===== src/hdl/chan_pkg.sv =====
// shared constants, types and register map of the serial channel
package chan_pkg;
   localparam int unsigned REF_RATIO = 16; // reference clocks per bit
   localparam logic [3:0] REF_HALF = 4'h8; // mid-bit reference count
   localparam logic [3:0] NORM_ONES = 4'h8; // ones for normal priority
   localparam logic [3:0] LOW_ONES = 4'ha; // ones for lowered priority
   localparam logic [3:0] ONES_MAX = 4'hf;
   localparam int unsigned FIFO_DEPTH = 32;
   localparam int unsigned POOL_SIZE = 16;
   // register byte offsets
   localparam logic [5:0] CFG0_OFS = 6'h00;
   localparam logic [5:0] CFG2_OFS = 6'h04;
   localparam logic [5:0] CFG3_OFS = 6'h08;
   localparam logic [5:0] TXD_OFS = 6'h0c;
   localparam logic [5:0] CMD_OFS = 6'h10;
   localparam logic [5:0] STAT_OFS = 6'h14;
   localparam logic [5:0] ISR_OFS = 6'h18;
   localparam logic [5:0] MASK_OFS = 6'h1c;
   localparam logic [5:0] RXD_OFS = 6'h20;
   // command and interrupt bit positions
   localparam int unsigned CMD_SEND = 0;
   localparam int unsigned CMD_RESET = 1;
   localparam int unsigned IRQ_ALL_SENT = 0;
   localparam int unsigned IRQ_POOL_READY = 1;
   localparam int unsigned IRQ_MSG_REPEAT = 2;
   localparam int unsigned IRQ_SYNC = 3;
   localparam logic [11:0] BRG_DIV_RST = 12'h001;
   // channel configuration fields
   typedef struct packed {
      logic clk_src_brg; // transmit clock from reference/16
      logic biphase; // bi-phase line coding
      logic bisync; // 0 hdlc/sdlc, 1 bisync
      logic bus_timing_select_hi; // timing mode bit 1
      logic bus_timing_select_lo; // timing mode bit 0
   } cfg_s;
   // recovered clock events, rise and sample one system clock wide
   typedef struct packed {
      logic rise; // recovered clock rising
      logic sample; // mid-bit sample point
      logic rx_bit; // sampled data
      logic in_sync; // bi-phase lock state
   } dpll_s;
endpackage


===== src/hdl/sync2.sv =====
// two-stage synchroniser for asynchronous pins
`timescale 1ns/1ps
module sync2 (
   input wire logic core_clk, // system clock
   input wire logic reset_n, // async reset, active low
   input wire logic d, // asynchronous level
   output logic q // synchronised level
);
   logic meta_r;
   // first stage feeds only the second
   always_ff @(posedge core_clk or negedge reset_n) begin
      if (!reset_n) begin
         meta_r <= 1'b1;
         q <= 1'b1;
      end else begin
         meta_r <= d;
         q <= meta_r;
      end
   end
endmodule


===== src/hdl/dpll.sv =====
// clock recovery from 16x reference enable
`timescale 1ns/1ps
module dpll (
   input wire logic core_clk, // system clock
   input wire logic reset_n, // async reset, active low
   input wire logic ref_en, // reference clock enable
   input wire logic rx_in, // synchronised receive data
   input wire logic phase_shift_disable, // no half-bit shift
   input wire logic biphase, // bi-phase coding
   output chan_pkg::dpll_s dout // recovered events
);
   logic [3:0] cnt_r;
   logic [3:0] cnt_nxt;
   logic [4:0] gap_r;
   logic rx_d_r;
   logic edge_w;
   logic spike;
   logic ps_hit;
   logic late;
   logic early;
   // window fields from phase count
   always_comb begin
      edge_w = ref_en && (rx_in != rx_d_r);
      spike = gap_r < 5'(chan_pkg::REF_RATIO);
      ps_hit = 1'b0;
      late = 1'b0;
      early = 1'b0;
      if (biphase) begin
         late = cnt_r >= 4'h1 && cnt_r <= 4'h3;
         early = cnt_r >= 4'hc && cnt_r <= 4'he;
      end else if (phase_shift_disable) begin
         late = cnt_r >= 4'h1 && cnt_r <= 4'h7;
         early = cnt_r >= 4'h8 && cnt_r <= 4'he;
      end else begin
         late = cnt_r >= 4'h1 && cnt_r <= 4'h4;
         early = cnt_r >= 4'hb && cnt_r <= 4'he;
         ps_hit = edge_w && !spike && cnt_r >= 4'h6 && cnt_r <= 4'h9;
      end
      cnt_nxt = cnt_r + 4'h1;
      if (ps_hit) begin
         cnt_nxt = cnt_r + chan_pkg::REF_HALF;
      end else if (edge_w && !spike && late) begin
         cnt_nxt = cnt_r;
      end else if (edge_w && !spike && early) begin
         cnt_nxt = cnt_r + 4'h2;
      end
   end
   // phase counter stepped on reference enables
   always_ff @(posedge core_clk or negedge reset_n) begin
      if (!reset_n) begin
         cnt_r <= 4'h0;
         gap_r <= 5'h00;
         rx_d_r <= 1'b1;
      end else if (ref_en) begin
         cnt_r <= cnt_nxt;
         rx_d_r <= rx_in;
         if (edge_w) begin
            gap_r <= 5'h00;
         end else if (gap_r != 5'h1f) begin
            gap_r <= gap_r + 5'h01;
         end
      end
   end
   // event outputs and sync state
   always_ff @(posedge core_clk or negedge reset_n) begin
      if (!reset_n) begin
         dout <= '0;
      end else begin
         dout.rise <= ref_en && cnt_nxt < cnt_r;
         dout.sample <= ref_en && (ps_hit || (cnt_r < 4'h8 && cnt_nxt >= 4'h8));
         if (ref_en && (ps_hit || (cnt_r < 4'h8 && cnt_nxt >= 4'h8))) begin
            dout.rx_bit <= rx_in;
         end
         if (!biphase) begin
            dout.in_sync <= 1'b0;
         end else if (edge_w && !spike) begin
            dout.in_sync <= !(late || early);
         end
      end
   end
endmodule


===== src/hdl/bus_channel.sv =====
// serial channel: clock recovery, bus access and collision handling
// Function
// - recovery runs from a reference enable at sixteen times the bit rate.
// - transmit clock is reference divided by sixteen or the recovered clock.
// - edges sixteen or fewer reference clocks apart make no correction.
// - an edge in an adjust field moves phase one sixteenth bit.
// - in NRZ an edge in the shift field forces resample, half-bit shift.
// - edges outside adjust and shift fields leave the phase alone.
// - phase shift disable drops the shift and widens adjust fields.
// - bi-phase lock state shows as status flag and maskable interrupt.
// - bus idle after eight ones, busy from the first zero.
// - output idles at one when bus taken or nothing to send.
// - each sent bit is checked against feedback; mismatch stops sending.
// - hdlc collision retries if frame start held, else repeat interrupt.
// - bisync collision resets transmitter and buffer, raises repeat interrupt.
// - normal priority starts only after eight ones on feedback.
// - after a good hdlc frame need ten ones, then back to eight.
// - timing 01 drives on rising edge, checks on the following falling.
// - timing 11 drives on falling edge, checks one period later.
//
// Decided for this implementation: the Avalon-MM slave port and the address map.
`timescale 1ns/1ps
module bus_channel (
   input wire logic core_clk, // 200 MHz clock
   input wire logic reset_n, // async reset, active low
   input wire logic [5:0] avs_address, // byte address
   input wire logic avs_read, // read request
   input wire logic avs_write, // write request
   input wire logic [31:0] avs_writedata, // write data
   output logic [31:0] avs_readdata, // read data
   output logic avs_waitrequest, // stall
   input wire logic rxd_in, // serial receive pin
   input wire logic collision_feedback_in, // shared bus level
   output logic txd_out, // serial transmit level
   output logic txd_oe, // drive enable, high while pulling low
   output logic txclk_out, // transmit clock
   output logic irq // level interrupt
);
   typedef enum logic [1:0] {TX_IDLE, TX_WAIT, TX_SEND} tx_e;
   ////////////////////////////////////////////////////////////////
   logic rx_s;
   logic cxd_s;
   chan_pkg::cfg_s cfg_r;
   logic [11:0] brg_div_r;
   logic phase_shift_disable;
   logic cfg3_psd_r;
   logic [3:0] isr_r;
   logic [3:0] mask_r;
   logic [3:0] isr_set;
   logic ack_r;
   logic wr_en;
   logic [7:0] tx_mem [chan_pkg::FIFO_DEPTH];
   logic [5:0] wr_cnt_r;
   logic [4:0] rd_ptr_r;
   logic [2:0] bit_idx_r;
   logic start_held_r;
   tx_e tx_state_r;
   logic txd_r;
   logic sent_valid_r;
   logic prio_low_r;
   logic [3:0] ones_r;
   logic [11:0] brg_cnt_r;
   logic ref_en;
   logic [3:0] tx_div_r;
   logic tx_rise;
   logic tx_fall;
   logic chg_edge;
   logic chk_edge;
   logic bus_mode;
   logic collide;
   logic last_bit;
   logic start_ok;
   logic send_cmd;
   logic reset_cmd;
   logic sync_d_r;
   logic [7:0] rx_byte_r;
   chan_pkg::dpll_s dpll_o;

   // match of an address against a register offset
   function automatic logic hit(input logic [5:0] a, input logic [5:0] ofs);
      return a == ofs;
   endfunction

   ////////////////////////////////////////////////////////////////
   // pin synchronisers
   sync2 u_rx_sync (
      .core_clk(core_clk),
      .reset_n(reset_n),
      .d(rxd_in),
      .q(rx_s)
   );
   sync2 u_cxd_sync (
      .core_clk(core_clk),
      .reset_n(reset_n),
      .d(collision_feedback_in),
      .q(cxd_s)
   );

   ////////////////////////////////////////////////////////////////
   // reference enable from the baud divider
   always_ff @(posedge core_clk or negedge reset_n) begin
      if (!reset_n) begin
         brg_cnt_r <= 12'h000;
      end else if (brg_cnt_r >= brg_div_r) begin
         brg_cnt_r <= 12'h000;
      end else begin
         brg_cnt_r <= brg_cnt_r + 12'h001;
      end
   end
   assign ref_en = brg_cnt_r >= brg_div_r;

   dpll u_dpll (
      .core_clk(core_clk),
      .reset_n(reset_n),
      .ref_en(ref_en),
      .rx_in(rx_s),
      .phase_shift_disable(phase_shift_disable),
      .biphase(cfg_r.biphase),
      .dout(dpll_o)
   );

   // transmit clock divided by sixteen from the reference
   always_ff @(posedge core_clk or negedge reset_n) begin
      if (!reset_n) begin
         tx_div_r <= 4'h0;
      end else if (ref_en) begin
         tx_div_r <= tx_div_r + 4'h1;
      end
   end

   // transmit clock edges from the selected source
   always_comb begin
      if (cfg_r.clk_src_brg) begin
         tx_rise = ref_en && tx_div_r == 4'h0;
         tx_fall = ref_en && tx_div_r == chan_pkg::REF_HALF;
      end else begin
         tx_rise = dpll_o.rise;
         tx_fall = dpll_o.sample;
      end
   end

   // transmit clock level
   always_ff @(posedge core_clk or negedge reset_n) begin
      if (!reset_n) begin
         txclk_out <= 1'b0;
      end else if (tx_rise) begin
         txclk_out <= 1'b1;
      end else if (tx_fall) begin
         txclk_out <= 1'b0;
      end
   end

   ////////////////////////////////////////////////////////////////
   // timing mode selects the driving edge, checking stays on the falling edge
   assign bus_mode = cfg_r.bus_timing_select_lo;
   always_comb begin
      if (cfg_r.bus_timing_select_hi) begin
         chg_edge = tx_fall;
      end else begin
         chg_edge = tx_rise;
      end
      chk_edge = tx_fall;
   end

   // compare the driven bit with the bus level
   assign collide = bus_mode && tx_state_r == TX_SEND && chk_edge && sent_valid_r
      && txd_r != cxd_s;

   // consecutive ones seen on the feedback
   always_ff @(posedge core_clk or negedge reset_n) begin
      if (!reset_n) begin
         ones_r <= 4'h0;
      end else if (chk_edge) begin
         if (!cxd_s) begin
            ones_r <= 4'h0;
         end else if (ones_r != chan_pkg::ONES_MAX) begin
            ones_r <= ones_r + 4'h1;
         end
      end
   end

   // start gate from idle threshold and priority
   always_comb begin
      if (!bus_mode) begin
         start_ok = 1'b1;
      end else if (prio_low_r && !cfg_r.bisync) begin
         start_ok = ones_r >= chan_pkg::LOW_ONES;
      end else begin
         start_ok = ones_r >= chan_pkg::NORM_ONES;
      end
   end

   // priority class rotation
   always_ff @(posedge core_clk or negedge reset_n) begin
      if (!reset_n) begin
         prio_low_r <= 1'b0;
      end else if (tx_state_r == TX_SEND && chg_edge && last_bit && !cfg_r.bisync
            && bus_mode && !collide) begin
         prio_low_r <= 1'b1;
      end else if (ones_r >= chan_pkg::LOW_ONES) begin
         prio_low_r <= 1'b0;
      end
   end

   ////////////////////////////////////////////////////////////////
   // register bus handshake, one wait state per access
   assign avs_waitrequest = (avs_read || avs_write) && !ack_r;
   assign wr_en = avs_write && ack_r;
   assign send_cmd = wr_en && hit(avs_address, chan_pkg::CMD_OFS)
      && avs_writedata[chan_pkg::CMD_SEND];
   assign reset_cmd = wr_en && hit(avs_address, chan_pkg::CMD_OFS)
      && avs_writedata[chan_pkg::CMD_RESET];
   assign phase_shift_disable = 1'b0 | cfg3_psd_r;

   always_ff @(posedge core_clk or negedge reset_n) begin
      if (!reset_n) begin
         ack_r <= 1'b0;
      end else begin
         ack_r <= (avs_read || avs_write) && !ack_r;
      end
   end

   // configuration registers
   always_ff @(posedge core_clk or negedge reset_n) begin
      if (!reset_n) begin
         cfg_r <= '0;
         brg_div_r <= chan_pkg::BRG_DIV_RST;
         cfg3_psd_r <= 1'b0;
         mask_r <= 4'h0;
      end else if (wr_en) begin
         if (hit(avs_address, chan_pkg::CFG0_OFS)) begin
            cfg_r <= avs_writedata[4:0];
         end else if (hit(avs_address, chan_pkg::CFG2_OFS)) begin
            brg_div_r <= avs_writedata[11:0];
         end else if (hit(avs_address, chan_pkg::CFG3_OFS)) begin
            cfg3_psd_r <= avs_writedata[0];
         end else if (hit(avs_address, chan_pkg::MASK_OFS)) begin
            mask_r <= avs_writedata[3:0];
         end
      end
   end

   // read data captured in the wait cycle
   always_ff @(posedge core_clk or negedge reset_n) begin
      if (!reset_n) begin
         avs_readdata <= 32'h0000_0000;
      end else if (avs_read && !ack_r) begin
         if (hit(avs_address, chan_pkg::CFG0_OFS)) begin
            avs_readdata <= {27'h0, cfg_r};
         end else if (hit(avs_address, chan_pkg::CFG2_OFS)) begin
            avs_readdata <= {20'h0, brg_div_r};
         end else if (hit(avs_address, chan_pkg::CFG3_OFS)) begin
            avs_readdata <= {31'h0, cfg3_psd_r};
         end else if (hit(avs_address, chan_pkg::TXD_OFS)) begin
            avs_readdata <= {26'h0, wr_cnt_r};
         end else if (hit(avs_address, chan_pkg::STAT_OFS)) begin
            avs_readdata <= {26'h0, tx_state_r, dpll_o.in_sync, prio_low_r,
               ones_r >= chan_pkg::NORM_ONES, start_held_r};
         end else if (hit(avs_address, chan_pkg::ISR_OFS)) begin
            avs_readdata <= {28'h0, isr_r};
         end else if (hit(avs_address, chan_pkg::MASK_OFS)) begin
            avs_readdata <= {28'h0, mask_r};
         end else if (hit(avs_address, chan_pkg::RXD_OFS)) begin
            avs_readdata <= {24'h0, rx_byte_r};
         end else begin
            avs_readdata <= 32'h0000_0000;
         end
      end
   end

   ////////////////////////////////////////////////////////////////
   // frame buffer written by software
   always_ff @(posedge core_clk) begin
      if (wr_en && hit(avs_address, chan_pkg::TXD_OFS)
            && wr_cnt_r < 6'(chan_pkg::FIFO_DEPTH)) begin
         tx_mem[wr_cnt_r[4:0]] <= avs_writedata[7:0];
      end
   end

   assign last_bit = bit_idx_r == 3'h7 && 6'(rd_ptr_r) + 6'h01 >= wr_cnt_r;

   // transmitter sequencing and collision outcome
   always_ff @(posedge core_clk or negedge reset_n) begin
      if (!reset_n) begin
         tx_state_r <= TX_IDLE;
         wr_cnt_r <= 6'h00;
         rd_ptr_r <= 5'h00;
         bit_idx_r <= 3'h0;
         txd_r <= 1'b1;
         sent_valid_r <= 1'b0;
         start_held_r <= 1'b1;
      end else if (reset_cmd) begin
         tx_state_r <= TX_IDLE;
         wr_cnt_r <= 6'h00;
         rd_ptr_r <= 5'h00;
         bit_idx_r <= 3'h0;
         txd_r <= 1'b1;
         sent_valid_r <= 1'b0;
         start_held_r <= 1'b1;
      end else if (collide) begin
         txd_r <= 1'b1;
         sent_valid_r <= 1'b0;
         rd_ptr_r <= 5'h00;
         bit_idx_r <= 3'h0;
         if (!cfg_r.bisync && start_held_r) begin
            tx_state_r <= TX_WAIT;
         end else begin
            tx_state_r <= TX_IDLE;
            wr_cnt_r <= 6'h00;
            start_held_r <= 1'b1;
         end
      end else begin
         case (tx_state_r)
            TX_IDLE: begin
               txd_r <= 1'b1;
               if (send_cmd && wr_cnt_r != 6'h00) begin
                  tx_state_r <= TX_WAIT;
               end else if (wr_en && hit(avs_address, chan_pkg::TXD_OFS)
                     && wr_cnt_r < 6'(chan_pkg::FIFO_DEPTH)) begin
                  wr_cnt_r <= wr_cnt_r + 6'h01;
               end
            end
            TX_WAIT: begin
               txd_r <= 1'b1;
               if (chg_edge && start_ok) begin
                  tx_state_r <= TX_SEND;
                  txd_r <= tx_mem[rd_ptr_r][bit_idx_r];
                  sent_valid_r <= 1'b1;
               end
            end
            default: begin
               if (chg_edge) begin
                  if (last_bit) begin
                     tx_state_r <= TX_IDLE;
                     txd_r <= 1'b1;
                     sent_valid_r <= 1'b0;
                     wr_cnt_r <= 6'h00;
                     rd_ptr_r <= 5'h00;
                     bit_idx_r <= 3'h0;
                     start_held_r <= 1'b1;
                  end else begin
                     if (bit_idx_r == 3'h7) begin
                        rd_ptr_r <= rd_ptr_r + 5'h01;
                        if (rd_ptr_r == 5'(chan_pkg::POOL_SIZE - 1)) begin
                           start_held_r <= 1'b0;
                        end
                     end
                     txd_r <= tx_mem[bit_idx_r == 3'h7 ? rd_ptr_r + 5'h01 :
                        rd_ptr_r][3'(bit_idx_r + 3'h1)];
                     bit_idx_r <= bit_idx_r + 3'h1;
                  end
               end
            end
         endcase
      end
   end

   // open-drain style output, enable while pulling low
   assign txd_out = txd_r;
   assign txd_oe = !txd_r;

   ////////////////////////////////////////////////////////////////
   // received bits shifted into a byte
   always_ff @(posedge core_clk or negedge reset_n) begin
      if (!reset_n) begin
         rx_byte_r <= 8'h00;
         sync_d_r <= 1'b0;
      end else begin
         sync_d_r <= dpll_o.in_sync;
         if (dpll_o.sample) begin
            rx_byte_r <= {dpll_o.rx_bit, rx_byte_r[7:1]};
         end
      end
   end

   // interrupt events
   always_comb begin
      isr_set = 4'h0;
      isr_set[chan_pkg::IRQ_ALL_SENT] = tx_state_r == TX_SEND && chg_edge && last_bit
         && !collide;
      isr_set[chan_pkg::IRQ_POOL_READY] = tx_state_r == TX_SEND && chg_edge && !collide
         && bit_idx_r == 3'h7 && rd_ptr_r == 5'(chan_pkg::POOL_SIZE - 1);
      isr_set[chan_pkg::IRQ_MSG_REPEAT] = collide && (cfg_r.bisync || !start_held_r);
      isr_set[chan_pkg::IRQ_SYNC] = cfg_r.biphase && sync_d_r != dpll_o.in_sync;
   end

   // sticky status, set wins over write-one clear
   always_ff @(posedge core_clk or negedge reset_n) begin
      if (!reset_n) begin
         isr_r <= 4'h0;
      end else if (wr_en && hit(avs_address, chan_pkg::ISR_OFS)) begin
         isr_r <= (isr_r & ~avs_writedata[3:0]) | isr_set;
      end else begin
         isr_r <= isr_r | isr_set;
      end
   end

   assign irq = |(isr_r & mask_r);
endmodule


===== config.mk =====
export PLATFORM = sky130hd
export DESIGN_NAME = bus_channel
export DESIGN_NICKNAME = d
export VERILOG_FILES = /design/src/hdl/chan_pkg.sv /design/src/hdl/sync2.sv /design/src/hdl/dpll.sv /design/src/hdl/bus_channel.sv
export SDC_FILE = /design/constraint.sdc
export NUM_CORES = 1
export LEC_CHECK = 0
export ABC_AREA = 1
export BUFFER_PORTS_ARGS = -buffer_cell sky130_fd_sc_hd__buf_4
export CAP_MARGIN = 20
export CORE_MARGIN = 3
export CORE_UTILIZATION = 29
export CTS_CLUSTER_DIAMETER = 120
export DETAILED_ROUTE_END_ITERATION = 10
export SETUP_SLACK_MARGIN = 0.1
export SYNTH_ARGS = -nofsm -noshare
export SYNTH_HDL_FRONTEND = slang
export SYNTH_HIERARCHICAL = 1
export SYNTH_SLANG_ARGS = --single-unit

===== constraint.sdc =====
create_clock -name core_clk -period 3.1 [get_ports core_clk]
set_input_delay 0.155 -clock core_clk [delete_from_list [all_inputs] [get_ports core_clk]]
set_output_delay 0.155 -clock core_clk [all_outputs]
set_load 0.01 [all_outputs]

==> results_dict.tcl <==
set metrics [dict create \
    critical_path_arrival_ps 3370 \
    synth_cell_types 52 \
    vias 16582 \
    critPathMaxStageDelay_ps 390 \
    wl_per_cell_um 18.1 \
    portBuffers 40 \
    cp_max_fo 22 \
    post-route-period-util_pct 92.9 \
    dr.first_iter.drc_count 1887 \
    syn_avg_cell_area_sq_um 8.34 \
    die_h_um 267 \
    cts_tree "yes" \
    p_leak_nw 9.83 \
    p_total_mw 10.9 \
    dp_hpwl_um 38300 \
    antenna_found_initial 0 \
    skew_ps 28.1 \
    initial_core_util_pct 29.4 \
    hold_viol_final 0 \
    yosysWarnings 6 \
    grt_pass1_wl_um 90100 \
    dr.pass1.iters 5 \
    period_minus_slack_ps 2880 \
    regArea_sq_um 10400 \
    rsz0062_at_grt "yes" \
    postPlaceCellArea_sq_um 21400 \
    timing.critical_path.cells "ha_1 > ha_1 > buf_6 > o21ai_4 > buf_4 > nand3_1 > nand3_1 > nand3_1 > nand3_1 > nand3_1 > nand3_1 > nand3_1 > nand3_1 > nand2_1 > a21oi_1" \
    tns_ps 0 \
    grt_util_all_layers_pct 16.3 \
    die_w_um 267 \
    final.setup.worst_slack_ps 219 \
    cpMostUsedCell "nand3_1" \
    ios 81 \
    cp.buffers_inverters 2 \
    synthArstFlopShare_pct 29.5 \
    cts-htree-levels 2 \
    ys_seq_area_share_pct 52.3 \
    setup_violations 0 \
    clock_path_buffers 3 \
    worstPathRequired_ps 3580 \
    fmax_ghz 0.347 \
    overflow 0 \
    crit_slowest_cell "dfrtp_1" \
    ys_seq_elements 363 \
    cts-root-buf "clkbuf_16" \
    crit_type "reg -> reg" \
    clk_latency_ps 570 \
    max_slew_margin_pct 51.5 \
    cts_buffers 42 \
    cp-end-kind "flip-flop" \
    core-area_sq_um 67400 \
    place.gp.congestion 0.899 \
    antenna_cells 0 \
    final_cell_mix "nand2_1 (683), nand3_1 (365), inv_1 (290)" \
    irDropWorstVdd_mv 0.377 \
    fillers 6868 \
    cts_sinks 363 \
    syn-cell-area_sq_um 19800 \
    design_area_sq_um 23000 \
    grt_pass1_vias 15409 \
    power.density_nw_per_um2 472 \
    synth_edf_count 256 \
    routed_wl_um 60700 \
    drc 0 \
    viasPerCell 4.95 \
    place_ws_ps 183 \
    startpoint_type "flip-flop" \
    area_growth_pct 16.2 \
    final_nets 2533 \
    cts.clk_slew.worst_paths_ps 70 \
    netlist_instances 2375 \
    worstMarginPinSlew_ps 726 \
    drv_slew 0 \
    postRouteAntennaNets 0 \
    maxCapViolations 0 \
    final_common_cell "nand2_1" \
    multi_input_area_sq_um 7710 \
    grt_max_degree 117 \
    status "finished clean" \
    rows 95 \
    dieArea_sq_um 71500 \
    layout-drive-gt1-share_pct 10.4 \
    ys.flop_type "edfxtp_1" \
    holdCritPathClass "in -> reg" \
    crit_family "simple AND/OR/NAND/NOR gates" \
    utilization_pct 34.2 \
]
[through the flow]
step / instances / hold WS [ps]
2_1_floorplan: 2394 / -141
3_3_place_gp: 3258 / 198
3_5_place_dp: 3258 / 201
4_1_cts: 3343 / 1.16
5_1_grt: 3353 / 56.6
6_report: 3353 / 40.1
[path summary, 6_finish.rpt]
kind	from	end	slack (ps)	cells past startpoint
max	bit_idx_r[0]$_DFFE_PN0P_	txd_out$_DFFE_PN1P_	220	15
min	avs_address[4]	cfg3_psd_r$_DFFE_PN0P_	40	5
max reg2reg	bit_idx_r[0]$_DFFE_PN0P_	txd_out$_DFFE_PN1P_	220	15
min reg2reg	u_rx_sync/meta_r$_DFF_PN1_	u_rx_sync/q$_DFF_PN1_	360	0
max in group asynchronous	reset_n	u_cxd_sync/q$_DFF_PN1_	2230	3
min in group asynchronous	reset_n	brg_cnt_r[0]$_DFF_PN0_	130	2
[synth_stat cells (12+ instances only)]
| cell type | count | area share [%] |
|---|---|---|
| nand2_1 | 687 | 13 |
| nand3_1 | 368 | 9.3 |
| inv_1 | 291 | 5.5 |
| edfxtp_1 | 256 | 39 |
| o21ai_0 | 158 | 4.0 |
| nor2_1 | 109 | 2.1 |
| dfrtp_1 | 99 | 13 |
| a21oi_1 | 82 | 2.1 |
| buf_2 | 54 | 1.4 |
| ha_1 | 41 | 2.6 |
| buf_4 | 30 | 1.1 |
| clkbuf_1 | 24 | 0.45 |
| o211ai_1 | 16 | 0.61 |
| buf_1 | 13 | 0.25 |
| nand4_1 | 13 | 0.41 |
| xor2_1 | 12 | 0.53 |
[layer usage]
metal / up-vias / routed length, um / global-route usage (%)
li1: 7962 / - / -
met1: 7838 / 25800 / 22.1
met2: 660 / 28000 / 26.3
met3: 122 / 4960 / 3.09
met4: 0 / 1950 / 5.66
met5: - / 0 / 0
[sequential cells by signal (all words and copies together) (netlist names), 5 cells and up]
register      cells
rd_ptr_r          5
avs_readdata     12
brg_cnt_r        12
brg_div_r        12
wr_cnt_r          6
rx_byte_r         8
tx_mem          256
u_dpll/gap_r      5
[power by group]
part           leakage, nW  internal [mW]  switching (mW)
registers             3.68           5.27          0.0794
logic                 5.49          0.161           0.393
clock network        0.653           2.95            2.02
total                 9.83           8.39            2.49
[repair_timing]
| item | CTS | global route |
|---|---|---|
| setup endpoints to repair | 0 | 20 |
| hold endpoints to repair | 49 | 0 |
| hold buffers | 9 | 0 |
| resized for setup | 0 | 23 |
| buffers inserted | 0 | 6 |
[worst reg2reg max path, cell delays in order (launching register included)]
cell and delay [ps]:
dfrtp_1 390, ha_1 210, ha_1 240, buf_6 180, o21ai_4 250, buf_4 370, nand3_1 130, nand3_1 110
nand3_1 150, nand3_1 190, nand3_1 100, nand3_1 100, nand3_1 70, nand3_1 120, nand2_1 60, a21oi_1 120
[area by class of cell]
cell class / instances / share of cell area, %
inverter: 304 / 4.98
clock buffer: 51 / 4.80
tap: 873 / 4.74
clock inverter: 25 / 1.10
multi-input combinational: 1595 / 33.5
timing repair buffer: 142 / 5.82
sequential: 363 / 45.1
[logic make-up after synthesis]
kind of cell / count (synthesis) / share of synthesized area (%)
simple gates: 1222 / 26.5
buf+inv: 436 / 9.59
flops: 363 / 52.3
compound gates: 296 / 8.23
fa+ha+maj: 41 / 2.59
xor+xnor: 16 / 0.707
other cells: 1 / 0.0189
Power figures use the tool's default switching activity.
